[config.mk]
export PLATFORM = sky130hd
export DESIGN_NAME = eoc_top
export DESIGN_NICKNAME = d
export VERILOG_FILES = /design/src/core/eoc_pkg.sv /design/src/core/eoc_osc_div.sv /design/src/core/eoc_sync.sv /design/src/core/eoc_top.sv
export SDC_FILE = /design/constraint.sdc
export NUM_CORES = 1
export LEC_CHECK = 0
export BUFFER_PORTS_ARGS = -buffer_cell sky130_fd_sc_hd__buf_2
export CORE_ASPECT_RATIO = 1.2
export CORE_MARGIN = 2
export CORE_UTILIZATION = 61
export DETAILED_ROUTE_END_ITERATION = 12
export HOLD_SLACK_MARGIN = 0.02
export PLACE_DENSITY_LB_ADDON = 0.25
export SKIP_CTS_REPAIR_TIMING = 1
export SLEW_MARGIN = 20
export SYNTH_ARGS = -nofsm -noshare
export SYNTH_HDL_FRONTEND = slang
export SYNTH_SLANG_ARGS = --single-unit
[constraint.sdc]
create_clock -name pclk -period 5.1 [get_ports pclk]
set_clock_uncertainty 0.1 [all_clocks]
set_input_delay 0.51 -clock pclk [delete_from_list [all_inputs] [get_ports pclk]]
set_output_delay 0.51 -clock pclk [all_outputs]
set_load 0.05 [all_outputs]
[src/core/eoc_pkg.sv]
// shared constants and types for the external oscillator control block
package eoc_pkg;

  // system clock rate
  localparam int CLK_MHZ = 40;
  localparam int CLK_KHZ = 40000;

  // register byte offsets on the apb window
  localparam logic [11:0] OFS_CTRL  = 12'h000;
  localparam logic [11:0] OFS_MEAS  = 12'h004;
  localparam logic [11:0] OFS_CAP0  = 12'h008;
  localparam logic [11:0] OFS_CAP1  = 12'h00C;

  // ext_osc_control_reg field layout
  localparam int CTRL_VALID_BIT = 7;
  localparam int CTRL_MODE_LSB  = 4;
  localparam int CTRL_FCN_LSB   = 0;
  localparam logic [2:0] MODE_RESET = 3'h0;
  localparam logic [2:0] FCN_RESET  = 3'h0;

  // measurement control field layout
  localparam int MEAS_EN_LSB = 0;
  localparam logic [1:0] MEAS_RESET = 2'h0;

  // oscillator mode codes
  localparam logic [2:0] MODE_OFF0      = 3'h0;
  localparam logic [2:0] MODE_OFF1      = 3'h1;
  localparam logic [2:0] MODE_CMOS      = 3'h2;
  localparam logic [2:0] MODE_CMOS_DIV2 = 3'h3;
  localparam logic [2:0] MODE_RC        = 3'h4;
  localparam logic [2:0] MODE_CAP       = 3'h5;
  localparam logic [2:0] MODE_XTAL      = 3'h6;
  localparam logic [2:0] MODE_XTAL_DIV2 = 3'h7;

  // crystal amplitude settling time and its cycle count
  localparam int XTAL_SETTLE_TIME_MS = 1;
  localparam int XTAL_SETTLE_CYCLES  = XTAL_SETTLE_TIME_MS * CLK_KHZ;

  // oscillator deemed stopped after this long without an edge
  localparam int OSC_LOSS_TIME_US = 100;
  localparam logic [12:0] OSC_LOSS_CYCLES = 13'(OSC_LOSS_TIME_US * CLK_MHZ);

  // peripheral clock divider terminal counts
  localparam logic [3:0] DIV8_LAST  = 4'h7;
  localparam logic [3:0] DIV16_LAST = 4'hF;

  // crystal valid tracking states
  typedef enum logic [1:0] {
    EOC_V_IDLE,
    EOC_V_SETTLE,
    EOC_V_VALID
  } eoc_vstate_t;

endpackage

[src/core/eoc_osc_div.sv]
// divider turning oscillator edges into a peripheral clock tick
`timescale 1ns/1ps
module eoc_osc_div (
  // clock and reset
  input  wire logic pclk,
  input  wire logic presetn,
  // oscillator edge stream
  input  wire logic osc_edge,
  input  wire logic run,
  input  wire logic half_rate,
  // one-cycle tick per eight (or sixteen) edges
  output logic      tick
);

  typedef struct packed {
    logic [3:0] cnt;
    logic       tick;
  } eoc_div_t;

  eoc_div_t r_reg;
  eoc_div_t r_next;
  logic [3:0] last;

  // half rate raises the terminal count from 7 to 15, doubling the edges per tick
  assign last = half_rate ? eoc_pkg::DIV16_LAST : eoc_pkg::DIV8_LAST;

  // tick lands on the system_clock_source edge after the osc edge is seen
  always_comb begin
    r_next      = r_reg;
    r_next.tick = 1'b0;
    if (!run) begin
      r_next.cnt = 4'h0;
    end else if (osc_edge) begin
      if (r_reg.cnt >= last) begin
        r_next.cnt  = 4'h0;
        r_next.tick = 1'b1;
      end else begin
        r_next.cnt = r_reg.cnt + 4'h1;
      end
    end
  end

  always_ff @(posedge pclk or negedge presetn) begin
    if (!presetn) begin
      r_reg <= '0;
    end else begin
      r_reg <= r_next;
    end
  end

  assign tick = r_reg.tick;

endmodule

[src/core/eoc_sync.sv]
// two flip-flop synchroniser for pin inputs
`timescale 1ns/1ps
module eoc_sync #(
  parameter int W = 2
) (
  // clock and reset
  input  wire logic         pclk,
  input  wire logic         presetn,
  // asynchronous in, synchronous out
  input  wire logic [W-1:0] async_in,
  output logic      [W-1:0] sync_out
);

  typedef struct packed {
    logic [W-1:0] meta;
    logic [W-1:0] stable;
  } eoc_sync_t;

  eoc_sync_t r_reg;
  eoc_sync_t r_next;

  // first stage feeds only the second
  always_comb begin
    r_next        = r_reg;
    r_next.meta   = async_in;
    r_next.stable = r_reg.meta;
  end

  always_ff @(posedge pclk or negedge presetn) begin
    if (!presetn) begin
      r_reg <= '0;
    end else begin
      r_reg <= r_next;
    end
  end

  assign sync_out = r_reg.stable;

endmodule

[src/core/eoc_top.sv]
// external oscillator control: apb registers, pin takeover, valid flag, div8
// Functional notes
// - offer oscillator divided by eight to timers
// - synchronise divided clock, jitter within half cycle (rising-edge sampling here gives up to one pclk cycle)
// - crystal mode takes both crystal pins
// - rc, cap, cmos modes take output pin only
// - higher rc frequency control improves accuracy
// - measure oscillator against rtc with two timers
//
// Our own choices: the APB register port and the register addresses.
`timescale 1ns/1ps
module eoc_top #(
  parameter int SETTLE_CYCLES = eoc_pkg::XTAL_SETTLE_CYCLES
) (
  // clock and reset
  input  wire logic        pclk,
  input  wire logic        presetn,
  // apb slave
  input  wire logic        psel,
  input  wire logic        penable,
  input  wire logic        pwrite,
  input  wire logic [11:0] paddr,
  input  wire logic [31:0] pwdata,
  output logic      [31:0] prdata,
  output logic             pready,
  output logic             pslverr,
  // oscillator and rtc clocks from pins
  input  wire logic        ext_osc_in,
  input  wire logic        rtc_osc_in,
  // pin takeover toward the port logic
  output logic             crystal_in_pin_owned,
  output logic             crystal_out_pin_owned,
  // analog drive control
  output logic             osc_enable,
  output logic      [2:0]  osc_mode,
  output logic      [2:0]  ext_osc_freq_control,
  // status and peripheral clock
  output logic             crystal_valid_flag,
  output logic             ext_osc_div8_tick
);

  typedef struct packed {
    logic [31:0]      prdata;
    logic             pready;
    logic             pslverr;
    logic [2:0]       mode;
    logic [2:0]       fcn;
    logic [1:0]       cap_en;
    logic [15:0]      edge_cnt;
    logic [1:0][15:0] cap;
    logic             osc_d;
    logic             rtc_d;
    eoc_pkg::eoc_vstate_t vstate;
    logic [15:0]      settle_cnt;
    logic [12:0]      idle_cnt;
    logic             valid;
    logic             own_in;
    logic             own_out;
    logic             osc_en;
  } eoc_state_t;

  eoc_state_t r_reg;
  eoc_state_t r_next;

  logic [1:0]       pins_s;
  logic             osc_s;
  logic             rtc_s;
  logic             osc_edge;
  logic             rtc_edge;
  logic             crystal;
  logic             lost;
  logic             running;
  logic             half_rate;
  logic             div_tick;
  logic             access;
  logic             mapped;
  logic             wr_ctrl;
  logic             wr_meas;
  logic [31:0]      rd_word;
  logic [1:0][15:0] cap_upd;

  // pins come from outside the system_clock_source domain
  eoc_sync #(
    .W (2)
  ) u_sync (
    .pclk     (pclk),
    .presetn  (presetn),
    .async_in ({rtc_osc_in, ext_osc_in}),
    .sync_out (pins_s)
  );

  assign osc_s = pins_s[0];
  assign rtc_s = pins_s[1];

  // edge detection works on the second stage only
  assign osc_edge = osc_s & ~r_reg.osc_d;
  assign rtc_edge = rtc_s & ~r_reg.rtc_d;

  // mode decode; every code spelled out so none falls through unseen
  always_comb begin
    running   = 1'b0;
    crystal   = 1'b0;
    half_rate = 1'b0;
    case (r_reg.mode)
      eoc_pkg::MODE_OFF0, eoc_pkg::MODE_OFF1: begin
        running   = 1'b0;
        crystal   = 1'b0;
        half_rate = 1'b0;
      end
      eoc_pkg::MODE_CMOS, eoc_pkg::MODE_RC, eoc_pkg::MODE_CAP: begin
        running   = 1'b1;
        crystal   = 1'b0;
        half_rate = 1'b0;
      end
      eoc_pkg::MODE_CMOS_DIV2: begin
        running   = 1'b1;
        crystal   = 1'b0;
        half_rate = 1'b1;
      end
      eoc_pkg::MODE_XTAL: begin
        running   = 1'b1;
        crystal   = 1'b1;
        half_rate = 1'b0;
      end
      eoc_pkg::MODE_XTAL_DIV2: begin
        running   = 1'b1;
        crystal   = 1'b1;
        half_rate = 1'b1;
      end
      default: begin
        running   = 1'b0;
        crystal   = 1'b0;
        half_rate = 1'b0;
      end
    endcase
  end

  // oscillator deemed stopped once the watchdog saturates
  assign lost = r_reg.idle_cnt >= eoc_pkg::OSC_LOSS_CYCLES;

  // divided clock: edges sampled on rising pclk give up to one pclk cycle of jitter
  eoc_osc_div u_div (
    .pclk      (pclk),
    .presetn   (presetn),
    .osc_edge  (osc_edge),
    .run       (running),
    .half_rate (half_rate),
    .tick      (div_tick)
  );

  // apb decode; writes commit on the edge that samples pready high
  assign access  = psel && penable && r_reg.pready;
  assign mapped  = (paddr == eoc_pkg::OFS_CTRL) || (paddr == eoc_pkg::OFS_MEAS)
                || (paddr == eoc_pkg::OFS_CAP0) || (paddr == eoc_pkg::OFS_CAP1);
  assign wr_ctrl = access && pwrite && (paddr == eoc_pkg::OFS_CTRL);
  assign wr_meas = access && pwrite && (paddr == eoc_pkg::OFS_MEAS);

  // read mux; bit 3 of control is reserved and reads zero
  always_comb begin
    rd_word = 32'h0000_0000;
    case (paddr)
      eoc_pkg::OFS_CTRL: begin
        rd_word[eoc_pkg::CTRL_VALID_BIT]                     = r_reg.valid & crystal;
        rd_word[eoc_pkg::CTRL_MODE_LSB +: 3]                 = r_reg.mode;
        rd_word[eoc_pkg::CTRL_FCN_LSB +: 3]                  = r_reg.fcn;
      end
      eoc_pkg::OFS_MEAS: begin
        rd_word[eoc_pkg::MEAS_EN_LSB +: 2] = r_reg.cap_en;
      end
      eoc_pkg::OFS_CAP0: begin
        rd_word[15:0] = r_reg.cap[0];
      end
      eoc_pkg::OFS_CAP1: begin
        rd_word[15:0] = r_reg.cap[1];
      end
      default: begin
        rd_word = 32'h0000_0000;
      end
    endcase
  end

  // two independent capture units latch the edge count on rtc edges
  for (genvar i = 0; i < 2; i++) begin : g_cap
    assign cap_upd[i] = (rtc_edge && r_reg.cap_en[i]) ? r_reg.edge_cnt : r_reg.cap[i];
  end

  // next-state logic for the whole block
  always_comb begin
    r_next       = r_reg;
    r_next.osc_d = osc_s;
    r_next.rtc_d = rtc_s;

    // one wait state, then the answer with data and error
    r_next.pready  = psel && penable && !r_reg.pready;
    r_next.pslverr = psel && penable && !r_reg.pready && !mapped;
    if (psel && penable && !r_reg.pready) begin
      r_next.prdata = rd_word;
    end

    // software picks mode and frequency range
    if (wr_ctrl) begin
      r_next.mode = pwdata[eoc_pkg::CTRL_MODE_LSB +: 3];
      r_next.fcn  = pwdata[eoc_pkg::CTRL_FCN_LSB +: 3];
    end
    if (wr_meas) begin
      r_next.cap_en = pwdata[eoc_pkg::MEAS_EN_LSB +: 2];
    end

    // free-running oscillator edge count for frequency measurement
    if (osc_edge) begin
      r_next.edge_cnt = r_reg.edge_cnt + 16'h0001;
    end
    r_next.cap = cap_upd;

    // watchdog on oscillator activity, saturating
    if (osc_edge) begin
      r_next.idle_cnt = 13'h0000;
    end else if (!lost) begin
      r_next.idle_cnt = r_reg.idle_cnt + 13'h0001;
    end

    // crystal valid tracking
    case (r_reg.vstate)
      eoc_pkg::EOC_V_IDLE: begin
        r_next.valid      = 1'b0;
        r_next.settle_cnt = 16'h0000;
        if (crystal) begin
          r_next.vstate = eoc_pkg::EOC_V_SETTLE;
        end
      end
      eoc_pkg::EOC_V_SETTLE: begin
        r_next.valid = 1'b0;
        if (!crystal) begin
          r_next.vstate = eoc_pkg::EOC_V_IDLE;
        end else if (lost) begin
          r_next.settle_cnt = 16'h0000;
        end else if (r_reg.settle_cnt >= 16'(SETTLE_CYCLES - 1)) begin
          r_next.vstate = eoc_pkg::EOC_V_VALID;
          r_next.valid  = 1'b1;
        end else begin
          r_next.settle_cnt = r_reg.settle_cnt + 16'h0001;
        end
      end
      eoc_pkg::EOC_V_VALID: begin
        if (!crystal) begin
          r_next.vstate = eoc_pkg::EOC_V_IDLE;
          r_next.valid  = 1'b0;
        end else if (lost) begin
          // stopped oscillator drops the flag and restarts settling
          r_next.vstate     = eoc_pkg::EOC_V_SETTLE;
          r_next.settle_cnt = 16'h0000;
          r_next.valid      = 1'b0;
        end
      end
      default: begin
        r_next.vstate = eoc_pkg::EOC_V_IDLE;
        r_next.valid  = 1'b0;
      end
    endcase

    // pin takeover follows the programmed mode
    r_next.own_in  = (r_next.mode == eoc_pkg::MODE_XTAL)
                  || (r_next.mode == eoc_pkg::MODE_XTAL_DIV2);
    r_next.own_out = (r_next.mode != eoc_pkg::MODE_OFF0)
                  && (r_next.mode != eoc_pkg::MODE_OFF1);
    r_next.osc_en  = r_next.own_out;
  end

  // state register
  always_ff @(posedge pclk or negedge presetn) begin
    if (!presetn) begin
      r_reg        <= '0;
      r_reg.mode   <= eoc_pkg::MODE_RESET;
      r_reg.fcn    <= eoc_pkg::FCN_RESET;
      r_reg.cap_en <= eoc_pkg::MEAS_RESET;
      r_reg.vstate <= eoc_pkg::EOC_V_IDLE;
      // no edge seen yet: a silent pin must not count as running
      r_reg.idle_cnt <= eoc_pkg::OSC_LOSS_CYCLES;
    end else begin
      r_reg <= r_next;
    end
  end

  // outputs straight from flops
  assign prdata                = r_reg.prdata;
  assign pready                = r_reg.pready;
  assign pslverr               = r_reg.pslverr;
  assign crystal_in_pin_owned  = r_reg.own_in;
  assign crystal_out_pin_owned = r_reg.own_out;
  assign osc_enable            = r_reg.osc_en;
  assign osc_mode              = r_reg.mode;
  assign ext_osc_freq_control  = r_reg.fcn;
  assign crystal_valid_flag    = r_reg.valid;
  assign ext_osc_div8_tick     = div_tick;

endmodule

# Word level (Yosys, flattened, before mapping)
# Memory sizes are Yosys's and may differ from the RTL's.
# Index checks and enable logic that the tools add are counted.
[op_classes] magnitude_cmp=3 n_eq_ne=18 n_bitwise=5 n_addsub=4 mux=32 reduce_logical=22
[op_table] operator="two-way mux 16 bit" count=4
[op_table] operator="case mux 16 bit (3 select lines)" count=1
[op_table] operator="adder 16 x 1 -> 16 bit, second input constant" count=2
[op_table] operator="two-way mux 13 bit" count=2
[op_table] operator="equality test 12 x 4 -> 1 bit, second input constant" count=2
[op_table] operator="two-way mux 18 bit" count=1
[op_table] operator="greater-or-equal comparator 16 bit, second input constant" count=1
[op_table] operator="case mux 8 bit (2 select lines)" count=1
[op_table] operator="adder 13 x 1 -> 13 bit, second input constant" count=1
[op_table] operator="greater-or-equal comparator 13 x 12 -> 1 bit, second input constant" count=1
[op_table] operator="equality test 12 x 3 -> 1 bit, second input constant" count=1
[op_table] operator="zero test 12 bit" count=1
[op_table] operator="two-way mux 4 bit" count=3
[op_table] operator="!= test 2 bit, second input constant" count=6
[op_table] operator="!= test 3 bit, second input constant" count=4
[op_table] operator="case mux 4 bit (3 select lines)" count=1
[op_table] operator="logical AND 1 bit" count=10
[op_table] operator="two-way mux 2 bit" count=5
[op_table] operator="case mux 2 bit (4 select lines)" count=1
[op_table] operator="two-way mux 1 bit" count=7
[op_table] operator="equality test 3 bit, second input constant" count=2
[op_table] operator="two-way mux 6 bit" count=1
[op_table] operator="case mux 2 bit (3 select lines)" count=1
[op_table] operator="nonzero test 3 bit" count=2
[op_table] operator="other kinds (15)" count=23
[word_totals] in_bits=51 elab_cells=106 reg_bits=119 mem_count=1 output_inout_bits=45 rom_bits=24
[memory_table] memory="(no name shown)" depth=8 word_bits=3 read_ports=1 rd_ports_with_merged_regs=0 wr=0 line_no="eoc_top.sv:104" source="case (r_reg.mode)"

# Longest topological paths before layout
[depth] depth_word=7 ltp_mapped=7 depth_no_buf=7

# Hierarchy
# From an unflattened synthesis, not the netlist that was laid out.
[hier_totals] hier_cells=497 hier_area_um2=5612.9
[by_module_without_submodules] module="eoc_top" cells_per_inst=467 seq_area_each_um2=2760.1 n_inst=1 area_each_um2=5250.0
[by_module_without_submodules] module="eoc_osc_div" cells_per_inst=26 seq_area_each_um2=125.1 n_inst=1 area_each_um2=262.8
[by_module_without_submodules] module="eoc_sync" cells_per_inst=4 seq_area_each_um2=100.1 n_inst=1 area_each_um2=100.1

# Least setup slack after synthesis
# OpenSTA, ideal clock, no wires.
[synth_path] path_type="input -> register" from="in paddr[1]" to="reg r_reg, in the netlist ext_osc_freq_control[0]" path_buffers=1 arrival_time_ns=1.850 path_slack_ns=3.025 cell_stages=6 t_required_ns=4.875 setup_ns=0.125 cell_sequence="nor4_2 > nand3_2 > nor4_2 > nand2b_1 > buf_6 > mux2_4"
[synth_between] elab_chain_cells=2
[synth_rtl] item="start, declared" line_no="eoc_top.sv:22" source="input wire logic [11:0] paddr,"
[synth_rtl] item="zero test 12 bit" line_no="eoc_top.sv:155" source="assign wr_ctrl = access && pwrite && (paddr == eoc_pkg::OFS_CTRL);"
[synth_rtl] item="logical AND 1 bit" line_no="eoc_top.sv:155"
[synth_rtl] item="end signal, assigned" line_no="eoc_top.sv:280" source="r_reg <= r_next;"
[synth_rtl] item="end, declared" line_no="eoc_top.sv:62" source="eoc_state_t r_reg;"
# Every way passes these cells.
# A chain may end at the register's enable or synchronous reset.

# Worst setup path in the final report
[layout_path] from="reg r_reg[17] (netlist bit)" to="reg r_reg[24] (netlist bit)"
[layout_between] elab_chain_cells=5 elab_cells_between_ends=8 cone_classes="add/sub (1); order compare (1); eq/ne (1); mux (4); reduce/logical (1)"
[layout_rtl] item="adder 16 x 1 -> 16 bit" line_no="eoc_top.sv:241" source="r_next.settle_cnt = r_reg.settle_cnt + 16'h0001;"
[layout_rtl] item="two-way mux 16 bit" line_no="eoc_top.sv:237" source="end else if (r_reg.settle_cnt >= 16'(SETTLE_CYCLES - 1)) begin"
[layout_rtl] item="two-way mux 16 bit" line_no="eoc_top.sv:235" source="end else if (lost) begin"
[layout_rtl] item="two-way mux 16 bit" line_no="eoc_top.sv:233" source="if (!crystal) begin"
[layout_rtl] item="case mux 16 bit (3 select lines)" line_no="eoc_top.sv:223" source="case (r_reg.vstate)"
# Parallel ways exist; a longest one is shown, timed or not. The select of a mux whose other input is x is not followed.

==> results.json <==
{
  "place_area_sq_um": 5770,
  "gp_congestion": 0.810,
  "drive_above_1_share_pct": 26.0,
  "r2r_end": "r_reg[24]$_DFFE_PN0P_",
  "core_sq_um": 9030,
  "crit_family": "compound AO/OA/AOI/OAI gates",
  "synthFlopType": "dfrtp_1",
  "drv_slew": 0,
  "final_antenna_net_count": 0,
  "numCtsBuffers": 17,
  "vdd_ir_drop_max_v": 0.000328,
  "fin_area_sq_um": 6400,
  "cts_root_buf": "clkbuf_8",
  "grt_pass1_vias": 3848,
  "cts_tree": "built",
  "crit_top_cell": "nand3_1",
  "syn_area_per_cell_sq_um": 11.0,
  "die_x_microns": 91.8,
  "clk_path_buf_depth": 2,
  "wl_per_cell_microns": 15.5,
  "fin_setup_tns_ns": 0,
  "worstPathRequired_ns": 5.45,
  "worstHoldPathCells": 2,
  "crit_slowest_cell": "a211oi_2",
  "slowest_delay_ns": 0.81,
  "syn_inst": 511,
  "clock.fmax_mhz": 408,
  "dp_hpwl_microns": 7030,
  "reg2reg_depth": 6,
  "port_buffers": 53,
  "min-delay-start": "pwdata[2]",
  "layout.nets": 606,
  "fin_util_pct": 70.9,
  "grt_max_degree": 81,
  "cp_max_fo": 15,
  "holdPathEnd": "ext_osc_freq_control[2]$_DFFE_PN0N_",
  "viasPerCell": 5.63,
  "globalRouteTotalUtil_pct": 23.0,
  "fin_crit_sh_pct": 48.1,
  "r2r_start": "r_reg[17]$_DFFE_PN0P_",
  "ys_top_cells_by_area": "dfrtp_1 50%, mux2_2 7.0%, buf_4 5.3%, nand2_1 3.7%, dfstp_2 2.8%",
  "status": "finished, final reports clean",
  "antenna_found_initial": 0,
  "clock_latency_ns": 0.52,
  "maxCapViolations": 0,
  "initialDrtViolationCount": 168,
  "antenna-diode-count": 0,
  "hold_violations": 0,
  "regToRegSetupSlack_ns": 2.65,
  "ys_ff_latch": 119,
  "post-place-ws_ns": 2.48,
  "slew_headroom_pct": 36.6,
  "start_kind": "flop",
  "htreeDepth": 4,
  "synth_top_area_share_pct": 50.1,
  "holdWs_ns": 0.126,
  "dr.pass1.iters": 4,
  "die-area_sq_um": 10000,
  "synth_edf_count": 0,
  "clk_pin_slew_ns": 0.06,
  "die_y_microns": 109,
  "ys_types": 55,
  "path_buf_inv": 0,
  "ys_seq_area_share_pct": 52.9,
  "worstSetupEndpointType": "flop",
  "num_rows": 38,
  "arrival_ns": 2.80,
  "wl_microns": 10600,
  "gr-total-overflow": 0,
  "path_cells": "ha_1, nand3_1, o211ai_1, a211oi_2, or3b_1, nand3_1",
  "grt_pass1_wl_microns": 18100,
  "path_class": "reg -> reg",
  "initial_core_util_pct": 62.5,
  "timing.final.ws_setup_ns": 2.65,
  "syn-cell-area_sq_um": 5640,
  "area_growth_pct": 13.5,
  "cts.sinks": 119,
  "p_per_area_nw_per_um2": 363,
  "io_pins": 96,
  "rsz0062_at_grt": "no",
  "worst_pin_slew_ns": 0.950,
  "total_leakage_power_nw": 3.02,
  "setup_viol": 0,
  "yosysWarningCount": 0,
  "hp-class": "in -> reg",
  "num_vias": 3841,
  "synth_largest_area_cell": "dfrtp_1",
  "period_needed_ns": 2.45,
  "drcViolationCount": 0,
  "ys_async_sr_fraction_pct": 100,
  "largest_register_ffs": 83
}
-- layer usage --
metal,GRT usage [%],up-vias,part of all wire (%)
met5,0,-,0
met2,38.9,85,51
met3,6.31,14,4.2
li1,-,1838,-
met1,28.7,1904,44
met4,8.53,0,1.2
-- power by group --
group | internal, W | switching (W) | total (W)
Combinational | 0.0000469 | 0.0000900 | 0.000137
Clock | 0.000766 | 0.000396 | 0.00116
Sequential | 0.000979 | 0.0000469 | 0.00103
-- cell families after synthesis --
family | count (synthesis) | share of synthesized area [%]
AOI/OAI and AO/OA | 89 | 10.2
other | 1 | 0.0665
DFF | 119 | 52.9
adders and majority gates | 6 | 1.33
buffers and inverters | 61 | 6.90
xor gates and xnor gates | 24 | 3.73
muxes | 49 | 10.4
and+or+nand+nor | 162 | 14.5
-- how the worst max path moves through the flow --
stage	start	cells after the start	endpoint
floorplan	paddr[1]	6	ext_osc_freq_control[0]$_DFFE_PN0N_
global placement	paddr[1]	6	osc_mode[2]$_DFF_PN0_
detailed placement	paddr[1]	6	ext_osc_freq_control[0]$_DFFE_PN0N_
CTS	r_reg[17]$_DFFE_PN0P_	6	r_reg[24]$_DFFE_PN0P_
global route	r_reg[10]$_DFFE_PN0P_	5	r_reg[24]$_DFFE_PN0P_
finish	r_reg[17]$_DFFE_PN0P_	6	r_reg[24]$_DFFE_PN0P_
-- synth_stat cells (2+ instances only) --
master    instances
inv_1             6
and2_1            3
xnor2_1          18
a22o_1            5
xor2_1            6
a21oi_1          21
mux2_4            6
nor4_2            3
a41oi_1           5
and3_1            5
nor2b_1           4
nand2b_1          5
nand2_1          56
mux4_2            2
buf_4            40
nor3_1            8
clkbuf_1          9
o211ai_1          4
nor4_1            2
nand4_1          13
o21ai_0          24
buf_1             3
mux2_2           35
and4_1            2
mux2i_1           6
o21a_1            3
a22oi_1          10
dfstp_2           6
a31oi_1          10
nand3_1          21
nor2_1           27
nand3b_1          2
ha_1              6
or2_2             2
dfrtp_1         113
-- cell type report --
type / instances / area [sq um]
tap: 120 / 150
sequential: 119 / 2990
timing repair buffer: 59 / 340
inverter: 6 / 22.5
clock inverter: 9 / 125
clock buffer: 23 / 457
multi-input combinational: 346 / 2320
fill: 653 / 2630
-- placed cells by master (no fill, tap or decap), drive strengths merged, types with 3 or more instances in the layout --
master | Yosys | routed
nor3 | 8 | 8
mux2i | 6 | 6
bufinv | 0 | 3
clkinv | 0 | 4
nand2 | 56 | 56
o211ai | 4 | 4
mux2 | 41 | 41
xor2 | 6 | 6
buf | 45 | 56
clkbuf | 10 | 23
dfrtp | 113 | 113
xnor2 | 18 | 18
inv | 6 | 6
nand3 | 22 | 22
a22oi | 10 | 10
o21ai | 24 | 24
a31oi | 10 | 10
a22o | 5 | 5
nor4 | 5 | 5
nor2b | 4 | 4
and3 | 5 | 5
nand4 | 13 | 13
dfstp | 6 | 6
a41oi | 5 | 5
a21oi | 22 | 22
and2 | 5 | 5
nor2 | 27 | 27
conb | 1 | 16
dlygate4sd3 | 0 | 3
o21a | 3 | 3
nand2b | 5 | 5
ha | 6 | 6
-- stage by stage --
stage,cells,total power (W)
2_1_floorplan,526,0.00113
3_3_place_gp,646,0.00117
3_5_place_dp,646,0.00117
4_1_cts,678,0.00233
5_1_grt,682,0.00241
6_report,682,0.00232
-- worst reg2reg max path: cells and delay by family, from the launching register on --
kind | cells | cell delay, ns
flip-flops | 1 | 0.41
AO/OA/AOI/OAI | 2 | 0.97
AND/OR/NAND/NOR | 3 | 0.66
adder cells (fa/ha/maj) | 1 | 0.25
(Power assumes the default switching activity.)
